--- src/hdl/twc_pkg.sv ---
// Shared constants and carrier types for the two-wire controller register slice
`default_nettype none

package twc_pkg;

	// ************************************************************
	// Widths
	// ************************************************************
	localparam int unsigned ADDR_W = 8;
	localparam int unsigned DATA_W = 32;
	localparam int unsigned EVT_W  = 12;
	localparam int unsigned BYTE_W = 8;

	// ************************************************************
	// Register offsets (byte addresses)
	// ************************************************************
	localparam logic [ADDR_W-1:0] OFF_IRQ_ENABLE  = 8'h00;
	localparam logic [ADDR_W-1:0] OFF_IRQ_DISABLE = 8'h04;
	localparam logic [ADDR_W-1:0] OFF_IRQ_VIEW    = 8'h08;
	localparam logic [ADDR_W-1:0] OFF_STATUS      = 8'h0C;
	localparam logic [ADDR_W-1:0] OFF_RX_HOLD     = 8'h10;
	localparam logic [ADDR_W-1:0] OFF_TX_HOLD     = 8'h14;

	// ************************************************************
	// Event bit positions, common to enable, disable, view and status
	// ************************************************************
	localparam int unsigned BIT_TRANSFER_DONE       = 0;
	localparam int unsigned BIT_RX_BYTE_READY       = 1;
	localparam int unsigned BIT_TX_SLOT_FREE        = 2;
	localparam int unsigned BIT_ADDRESSED_AS_TARGET = 4;
	localparam int unsigned BIT_GENERAL_CALL_SEEN   = 5;
	localparam int unsigned BIT_RX_OVERRUN          = 6;
	localparam int unsigned BIT_NO_ACK_SEEN         = 8;
	localparam int unsigned BIT_ARBITRATION_LOST    = 9;
	localparam int unsigned BIT_CLOCK_STRETCH       = 10;
	localparam int unsigned BIT_TARGET_ACCESS_OVER  = 11;

	// Implemented bits; 3, 7 and 12 upward read as zero
	localparam logic [EVT_W-1:0] EVT_VALID   = 12'hF77;
	// Bits held as levels by the holding registers, not sticky
	localparam logic [EVT_W-1:0] LEVEL_MASK  = 12'h006;
	localparam logic [EVT_W-1:0] STICKY_MASK = 12'hF71;

	// ************************************************************
	// Reset values
	// ************************************************************
	localparam logic [EVT_W-1:0]  EN_RESET   = 12'h000;
	localparam logic [BYTE_W-1:0] BYTE_RESET = 8'h00;
	localparam logic [DATA_W-1:0] WORD_ZERO  = 32'h0000_0000;

	// ************************************************************
	// Carriers
	// ************************************************************
	typedef struct packed {
		logic              wr;
		logic              rd;
		logic [ADDR_W-1:0] addr;
		logic [DATA_W-1:0] wdata;
	} twc_bus_s;

	typedef struct packed {
		logic              rx_load;
		logic [BYTE_W-1:0] rx_byte;
		logic              tx_take;
		logic [EVT_W-1:0]  evt;
	} twc_eng_s;

endpackage : twc_pkg

`default_nettype wire

--- src/hdl/twc_top.sv ---
// Register slice of the two-wire controller: enables, mask view, status and holding bytes
//
// How it works
// - Disable write: each one bit clears its enable, zero bits change nothing.
// - Mask view read returns one for each enabled source, zero otherwise.
// - Bit 0 transfer done, bit 1 rx ready, bit 2 tx free; bit 3 unused.
// - Bit 4 addressed as target, 5 general call, 6 overrun; bit 7 unused.
// - Bit 8 no ack, 9 arbitration lost, 10 stretch, 11 access over; rest unused.
// - Mask view shares that layout and ignores writes.
// - Rx holding register shows the last received byte in its low byte; read-only.
// - Tx holding register takes the next byte to send; reads return zero.
// - Enable write: each one bit sets its enable, zero bits change nothing.
// - Rx ready sets when a byte lands and clears on a holding register read.
// - Tx free clears on a holding write and sets when the shifter takes the byte.
//
// Our own choices: the strobed register port and the placing of the registers.
`default_nettype none

module twc_top (
	// Clock, reset and enable
	input  wire logic                        ref_clk,
	input  wire logic                        sys_rst,
	input  wire logic                        clk_en,
	// Register port
	input  wire twc_pkg::twc_bus_s           bus,
	output logic      [twc_pkg::DATA_W-1:0]  rd_data,
	// Shift engine side
	input  wire twc_pkg::twc_eng_s           eng,
	output logic      [twc_pkg::BYTE_W-1:0]  tx_byte_value,
	output logic                             tx_slot_free,
	output logic                             rx_byte_ready,
	// Interrupt
	output logic                             irq
);

	// ************************************************************
	// Helpers
	// ************************************************************

	// Widen an event map to a bus word, unused bits zero
	function automatic logic [twc_pkg::DATA_W-1:0] widen_evt(input logic [twc_pkg::EVT_W-1:0] v);
		logic [twc_pkg::DATA_W-1:0] w;
		w                         = twc_pkg::WORD_ZERO;
		w[twc_pkg::EVT_W-1:0]     = v & twc_pkg::EVT_VALID;
		return w;
	endfunction : widen_evt

	// Address match qualified by a strobe
	function automatic logic hit(input logic strobe, input logic [twc_pkg::ADDR_W-1:0] a,
		input logic [twc_pkg::ADDR_W-1:0] off);
		return strobe && (a == off);
	endfunction : hit

	// ************************************************************
	// Decode
	// ************************************************************

	logic                         wr_enable;
	logic                         wr_disable;
	logic                         wr_tx;
	logic                         rd_rx;
	logic                         rd_status;
	logic [twc_pkg::EVT_W-1:0]    en_set;
	logic [twc_pkg::EVT_W-1:0]    en_clr;
	logic [twc_pkg::EVT_W-1:0]    evt;
	logic [twc_pkg::EVT_W-1:0]    level;
	logic [twc_pkg::EVT_W-1:0]    enabled;
	logic [twc_pkg::EVT_W-1:0]    status;
	logic [twc_pkg::BYTE_W-1:0]   rx_value;
	logic                         rx_full;
	logic                         tx_full;
	logic                         overrun;

	// Strobes per register; writes to the view and status land nowhere
	assign wr_enable  = hit(bus.wr, bus.addr, twc_pkg::OFF_IRQ_ENABLE);
	assign wr_disable = hit(bus.wr, bus.addr, twc_pkg::OFF_IRQ_DISABLE);
	assign wr_tx      = hit(bus.wr, bus.addr, twc_pkg::OFF_TX_HOLD);
	assign rd_rx      = hit(bus.rd, bus.addr, twc_pkg::OFF_RX_HOLD);
	assign rd_status  = hit(bus.rd, bus.addr, twc_pkg::OFF_STATUS);

	// Enable and disable words use the same bit map
	assign en_set = wr_enable ? bus.wdata[twc_pkg::EVT_W-1:0] : '0;
	assign en_clr = wr_disable ? bus.wdata[twc_pkg::EVT_W-1:0] : '0;

	// A byte landing on an unread one is an overrun
	assign overrun = eng.rx_load && rx_full && !rd_rx;

	// Event sources folded onto the shared bit map
	always_comb begin
		evt                         = eng.evt & twc_pkg::STICKY_MASK;
		evt[twc_pkg::BIT_RX_OVERRUN] = evt[twc_pkg::BIT_RX_OVERRUN] | overrun;
		level                       = '0;
		level[twc_pkg::BIT_RX_BYTE_READY] = rx_full;
		level[twc_pkg::BIT_TX_SLOT_FREE]  = !tx_full;
	end

	// ************************************************************
	// Submodules
	// ************************************************************

	twc_irq_ctrl #(
		.N         (twc_pkg::EVT_W)
	) u_irq (
		.ref_clk   (ref_clk),
		.sys_rst   (sys_rst),
		.clk_en    (clk_en),
		.en_set    (en_set),
		.en_clr    (en_clr),
		.status_rd (rd_status),
		.evt       (evt),
		.level     (level),
		.enabled   (enabled),
		.status    (status),
		.irq       (irq)
	);

	// Receive holding byte: filled by the engine, drained by software
	twc_hold_reg #(
		.WIDTH     (twc_pkg::BYTE_W)
	) u_rx (
		.ref_clk   (ref_clk),
		.sys_rst   (sys_rst),
		.clk_en    (clk_en),
		.load      (eng.rx_load),
		.load_data (eng.rx_byte),
		.take      (rd_rx),
		.data      (rx_value),
		.full      (rx_full)
	);

	// Transmit holding byte: filled by software, drained by the shifter
	twc_hold_reg #(
		.WIDTH     (twc_pkg::BYTE_W)
	) u_tx (
		.ref_clk   (ref_clk),
		.sys_rst   (sys_rst),
		.clk_en    (clk_en),
		.load      (wr_tx),
		.load_data (bus.wdata[twc_pkg::BYTE_W-1:0]),
		.take      (eng.tx_take),
		.data      (tx_byte_value),
		.full      (tx_full)
	);

	// ************************************************************
	// Read data and flag outputs
	// ************************************************************

	typedef struct packed {
		logic [twc_pkg::DATA_W-1:0] rd_data;
		logic                       rx_ready;
		logic                       tx_free;
	} twc_top_s;

	twc_top_s st;
	twc_top_s next_st;

	// Read data stand only in the cycle after the strobe; unmapped reads give zero
	always_comb begin
		next_st          = st;
		next_st.rd_data  = twc_pkg::WORD_ZERO;
		next_st.rx_ready = level[twc_pkg::BIT_RX_BYTE_READY];
		next_st.tx_free  = level[twc_pkg::BIT_TX_SLOT_FREE];
		if (eng.rx_load) begin
			next_st.rx_ready = 1'h1;
		end else if (rd_rx) begin
			next_st.rx_ready = 1'h0;
		end
		if (wr_tx) begin
			next_st.tx_free = 1'h0;
		end else if (eng.tx_take) begin
			next_st.tx_free = 1'h1;
		end
		if (bus.rd) begin
			case (bus.addr)
				twc_pkg::OFF_IRQ_VIEW: begin
					next_st.rd_data = widen_evt(enabled);
				end
				twc_pkg::OFF_STATUS: begin
					next_st.rd_data = widen_evt(status);
				end
				twc_pkg::OFF_RX_HOLD: begin
					next_st.rd_data[twc_pkg::BYTE_W-1:0] = rx_value;
				end
				default: begin
					next_st.rd_data = twc_pkg::WORD_ZERO;
				end
			endcase
		end
	end

	// Output registers mirror the holding flags so every output is a flop
	always_ff @(posedge ref_clk) begin
		if (sys_rst) begin
			st <= '{rd_data: twc_pkg::WORD_ZERO, rx_ready: 1'h0, tx_free: 1'h1};
		end else if (clk_en) begin
			st <= next_st;
		end
	end

	assign rd_data       = st.rd_data;
	assign rx_byte_ready = st.rx_ready;
	assign tx_slot_free  = st.tx_free;
endmodule : twc_top

`default_nettype wire

--- src/hdl/twc_hold_reg.sv ---
// One holding byte register with its full flag
`default_nettype none

module twc_hold_reg #(
	parameter int unsigned WIDTH = twc_pkg::BYTE_W
) (
	// Clock and reset
	input  wire logic             ref_clk,
	input  wire logic             sys_rst,
	input  wire logic             clk_en,
	// Filling side
	input  wire logic             load,
	input  wire logic [WIDTH-1:0] load_data,
	// Draining side
	input  wire logic             take,
	output logic      [WIDTH-1:0] data,
	output logic                  full
);

	typedef struct packed {
		logic [WIDTH-1:0] data;
		logic             full;
	} twc_hold_s;

	twc_hold_s st;
	twc_hold_s next_st;

	// Load wins over a take in the same cycle, so no byte is lost
	always_comb begin
		next_st = st;
		if (take) begin
			next_st.full = 1'h0;
		end
		if (load) begin
			next_st.data = load_data;
			next_st.full = 1'h1;
		end
	end

	// State register, frozen while the clock enable is low
	always_ff @(posedge ref_clk) begin
		if (sys_rst) begin
			st <= '{data: '0, full: 1'h0};
		end else if (clk_en) begin
			st <= next_st;
		end
	end

	assign data = st.data;
	assign full = st.full;

endmodule : twc_hold_reg

`default_nettype wire

--- src/hdl/twc_irq_ctrl.sv ---
// Interrupt enables, sticky status and the single interrupt line
`default_nettype none

module twc_irq_ctrl #(
	parameter int unsigned N = twc_pkg::EVT_W
) (
	// Clock and reset
	input  wire logic         ref_clk,
	input  wire logic         sys_rst,
	input  wire logic         clk_en,
	// Software controls
	input  wire logic [N-1:0] en_set,
	input  wire logic [N-1:0] en_clr,
	input  wire logic         status_rd,
	// Event sources
	input  wire logic [N-1:0] evt,
	input  wire logic [N-1:0] level,
	// State
	output logic      [N-1:0] enabled,
	output logic      [N-1:0] status,
	output logic              irq
);

	typedef struct packed {
		logic [N-1:0] en;
		logic [N-1:0] sticky;
		logic         irq;
	} twc_irq_s;

	twc_irq_s st;
	twc_irq_s next_st;

	// Enables follow set and clear strobes; an event beats a read clear
	always_comb begin
		next_st        = st;
		next_st.en     = (st.en | en_set) & ~en_clr & twc_pkg::EVT_VALID;
		next_st.sticky = status_rd ? '0 : st.sticky;
		next_st.sticky = (next_st.sticky | evt) & twc_pkg::STICKY_MASK;
		next_st.irq    = |((next_st.sticky | (level & twc_pkg::LEVEL_MASK)) & next_st.en);
	end

	// State register
	always_ff @(posedge ref_clk) begin
		if (sys_rst) begin
			st <= '{en: twc_pkg::EN_RESET, sticky: '0, irq: 1'h0};
		end else if (clk_en) begin
			st <= next_st;
		end
	end

	assign enabled = st.en;
	assign status  = st.sticky | (level & twc_pkg::LEVEL_MASK);
	assign irq     = st.irq;

endmodule : twc_irq_ctrl

`default_nettype wire

--- config.mk ---
export PLATFORM = sky130hd
export DESIGN_NAME = twc_top
export DESIGN_NICKNAME = d
export VERILOG_FILES = /design/src/hdl/twc_pkg.sv /design/src/hdl/twc_top.sv /design/src/hdl/twc_hold_reg.sv /design/src/hdl/twc_irq_ctrl.sv
export SDC_FILE = /design/constraint.sdc
export NUM_CORES = 1
export LEC_CHECK = 0
export BUFFER_PORTS_ARGS = -buffer_cell sky130_fd_sc_hd__buf_2
export CORE_AREA = 2 2 109 111
export CTS_CLUSTER_DIAMETER = 30
export DETAILED_ROUTE_END_ITERATION = 10
export DIE_AREA = 0 0 111 113
export PLACE_DENSITY = 0.55
export SYNTH_ARGS = -nofsm -noshare
export SYNTH_HDL_FRONTEND = slang
export SYNTH_HIERARCHICAL = 1
export SYNTH_SLANG_ARGS = --single-unit
--- constraint.sdc ---
create_clock -name ref_clk -period 6.4 [get_ports ref_clk]
set_clock_uncertainty 0.1 [all_clocks]
set_input_delay 1.92 -clock ref_clk [delete_from_list [all_inputs] [get_ports ref_clk]]
set_output_delay 1.92 -clock ref_clk [all_outputs]
set_load 0.03 [all_outputs]
### Word-level counts from Yosys, hierarchy flattened

Index checks and enable logic that the tools add are counted.
Widths: inputs -> output; s select.

* logic and storage cells: 51
* flip-flop bits (word level): 71
* input port bits: 67

* eq/ne operators: 5
* reduce and logical (&&, ||, !) cells: 15
* multiplexer cells: 13
* bitwise gates (word level): 8

Operator list (number)
* $mux 12: 4
* $and 12x12->12: 2
* $or 12x12->12: 2
* $or 12x3->12: 2
* $pmux 8 s3: 1
* $eq 8x4->1 const B: 2
* $eq 8x5->1 const B: 2
* $not 12->12: 1
* $reduce_or 12->1: 1
* $eq 8x3->1 const B: 1
* $logic_not 8->1: 1
* $pmux 4 s2: 1
* $logic_and 1x1->1: 7
* $mux 1: 7
* $reduce_and 2->1: 3
* $logic_not 1->1: 2
* $reduce_bool 2->1: 1
* $or 1x1->1: 1

### Depth between registers and ports, before layout

* depth in word-level cells: 9
* gate-level depth with buffers: 9
* depth with buffers taken out: 8

### By module

Netlist, hierarchy kept.

Modules (own cells, without submodules)
* twc_top: cells an instance 136, times used 1, area each 1098.6 um^2
* twc_irq_ctrl: cells an instance 100, times used 1, area each 887.1 um^2
* twc_hold_reg: cells an instance 42, times used 2, area each 407.9 um^2

### Least setup slack after synthesis

Ideal clock, no wire load.

* kind: input port to flip-flop
* start: in bus[34] in the netlist's numbering
* end: reg u_irq.st (netlist bit u_irq/irq)
* path buffers: 2
* slack: 2.945 ns
* data required time: 6.209 ns
* cell stages on the path: 8
* data arrival time: 3.264 ns
* cell sequence: buf_2 > nor3_1 > nor2b_1 > clkbuf_2 > and2_1 > o21bai_1 > o2111a_1 > a311oi_1

RTL lines
* from (decl): line twc_top.sv:25 `input wire twc_pkg::twc_bus_s bus,`
* $logic_not 8->1: line twc_top.sv:51 `return strobe && (a == off);`
* $logic_and 1x1->1: line twc_top.sv:51
* $mux 12: line twc_top.sv:82 `assign en_set = wr_enable ? bus.wdata[twc_pkg::EVT_W-1:0] : '0;`
* via en_set (one bit): line twc_top.sv:63 `logic [twc_pkg::EVT_W-1:0] en_set;`
* $or 12x12->12: line twc_irq_ctrl.sv:36 `next_st.en = (st.en | en_set) & ~en_clr & twc_pkg::EVT_VALID;`
* $and 12x12->12: line twc_irq_ctrl.sv:36
* $and 12x12->12: line twc_irq_ctrl.sv:39 `next_st.irq = |((next_st.sticky | (level & twc_pkg::LEVEL_MASK)) & next_st.en);`
* $reduce_or 12->1: line twc_irq_ctrl.sv:39
* to (signal assigned): line twc_irq_ctrl.sv:45 `st <= '{en: twc_pkg::EN_RESET, sticky: '0, irq: 1'h0};`
* to (signal assigned): line twc_irq_ctrl.sv:47 `st <= next_st;`
* to (decl): line twc_irq_ctrl.sv:30 `twc_irq_s st;`

The timed path passes the listed nets, and every way through them passes these cells.
A chain may end at the register's enable or synchronous reset.

### Worst setup path in the final report

* start: in bus[36] in the netlist's numbering
* end: reg u_tx.st (netlist bit u_tx/data[0])

* cells in the longest elaborated chain, start to end: 3

RTL lines
* $eq 8x5->1: line twc_top.sv:51
* $logic_and 1x1->1: line twc_top.sv:51
* via wr_tx: line twc_top.sv:60 `logic wr_tx;`
* $reduce_and 2->1 (no line)
* to (signal assigned): line twc_hold_reg.sv:43 `st <= '{data: '0, full: 1'h0};`
* to (signal assigned): line twc_hold_reg.sv:45 `st <= next_st;`
* to (decl): line twc_hold_reg.sv:25 `twc_hold_s st;`

The timed path passes the listed nets, and every way through them passes these cells.

==> summary.txt <==
Clock tree
  – CTS Sinks: 51
  – Hold buffer count at cts: 0
  – Clk buf depth: 2
  – Clock latency at the later pin of the worst-skew pair: 0.29 ns
  – CTS tree: done
  – Clk root buf: clkbuf_16
  – CTS HTree Levels: 2
  – CTS Buf Count: 5
  – Post_cts resized: 0
  – Setup Buffers After CTS: 0
  – Reg clk slew, reported paths: 0.08 ns

Critical path
  – Endpoint class of the critical path: register
  – Arr. time, crit path: 4.03 ns
  – Startpoint types: primary input
  – Critical Setup Path Class: in -> reg
  – Critical path data required time: 6.52 ns
  – Crit-path max FO: 18

Route
  – Antenna Nets Post-Route: 0
  – DR vias: 2325
  – DR iter-0 viols: 104
  – Vias per inst: 4.622
  – Final wirelength: 7229 µm
  – Residual DRC: 0
  – Detail-routed net length per standard cell: 14.37 µm
  – DRT Pass-1 Iters: 4

Floorplan
  – Num ports: 110
  – Initial core utilization: 0.2433
  – Row count: 39
  – Die X: 111 µm
  – Die footprint: 12540 µm²
  – Die Y-Extent: 113 µm
  – Core Box Area: 11270 µm²

Timing
  – Max Clock Freq: 255.5 MHz
  – Final Hold Vio Count: 0
  – Max-slew violations: 0
  – Final setup fails: 0
  – RSZ-0062 raised after global routing: no
  – Slew HR: 0.1930
  – Final worst-path cycle share: 0.6115
  – Worst-margin pin slew: 1.206 ns
  – Setup TNS Final: 0 ns
  – Hold slack: 0.3773 ns
  – Min cycle time layout: 3.913 ns

Yosys
  – Yosys warning count: 6
  – Synthesized instance count: 311
  – Post-Syn Area per Cell: 8.819 µm²
  – Area of the mapped netlist: 2743 µm²

Final layout
  – Area Growth Syn to Fin: 15.65%
  – Layout cell share with drive strength beyond 1: 0.2778
  – Nets: 426
  – Fin cells: 503
  – Diodes inserted: 0
  – Fin area: 3172 µm²

Power and ir drop
  – Worst IR drop on VDD: 0.0001099 V
  – PwrDens: 216.6 nW/µm²
  – Final Power: 0.6870 mW
  – Leak Pwr: 1.239 nW

Place
  – Cell Area, Placed: 3019 µm²
  – IO buf count: 65
  – Gpl congestion: 0.7598
  – Placed insts: 495
  – Hpwl dp: 5395 µm

Global routing
  – Largest net degree at the start of global routing: 50
  – Initial antenna violation count: 0
  – Global-route wire length before repair: 11540 µm
  – Grt ovf: 0
  – Vias in the first global route: 2241
  – Tot GR Track Use: 0.1137

Worst hold path
  – Hold/Removal Path Class: reg -> reg

Run status
  – Status: finished clean

Flow run
  – Max-cap check violation count: 0
[cells in the final DEF, fill, tap and decap left out, types with 2 or more instances in the layout]
cell type,instances
dfxtp_1,51
inv_1,13
a21oi_2,2
a22o_1,6
mux2_2,4
a21oi_1,31
clkbuf_16,5
nor2_1,19
o2111a_1,2
and2_1,21
a22oi_1,18
and4_1,3
buf_2,65
a21bo_2,14
o2bb2ai_1,8
o21ai_0,2
nor2b_1,11
o221ai_1,6
nand3_1,20
a21bo_1,2
nand2_1,9
conb_1,20
a211oi_1,11
[registers in the layout, summed over array words and instances, names as in the netlist]
name,flops
rd_data,12
u_irq/irq,1
u_rx/full,1
u_rx/data,8
u_irq/st,8
tx_slot_free,1
rx_byte_ready,1
u_tx/data,8
u_irq/enabled,10
u_tx/full,1
[power by group]
part / switching, mW / internal (mW)
clock network: 0.131 / 0.149
registers: 0.00561 / 0.325
logic: 0.0525 / 0.0240
total: 0.189 / 0.498
[final cells by class]
class	instances	area, µm²
clock buffer	5	125.1
clock inverter	3	27.53
fill	1217	8100
inverter	13	48.80
multi-input combinational	222	1438
sequential	51	1021
tap	143	178.9
timing repair buffer	66	332.8
[layer usage]
layer	up-vias	part of all wire	GRT usage
met5	-	0	0
met4	0	0.017	0.04000
met3	8	0.047	0.02892
met2	56	0.48	0.1914
met1	1079	0.46	0.1419
li1	1182	-	-
[final timing paths]
kind | startpoint | end | slack [ns] | cells past startpoint
worst max-delay path | bus[36] | u_tx/data[0]$_SDFFE_PP0P_ | 2.49 | 6
worst min-delay path | rd_data[7]$_SDFFE_PP0P_ | rd_data[7]$_SDFFE_PP0P_ | 0.38 | 2
worst max register to register | u_rx/full$_SDFFE_PP0P_ | u_irq/irq$_SDFFE_PP0P_ | 4.98 | 4
worst min register to register | rd_data[7]$_SDFFE_PP0P_ | rd_data[7]$_SDFFE_PP0P_ | 0.38 | 2
[critical path, cell delays in order]
cell and delay [ns]:
buf_2 0.10, nor2b_1 0.53, nand2_1 0.12, nor2_1 0.92, nand3_1 0.26, a21oi_1 0.19
[per-stage QoR]
step / setup slack (ns) / util
final: 2.487 / 0.2814
after global routing: 2.248 / 0.2814
after CTS: 2.425 / 0.2814
after detailed placement: 2.110 / 0.2678
after global placement: 2.178 / 0.2678
after floorplan: 2.961 / -
Note: power is estimated with default switching activity, not from simulation.
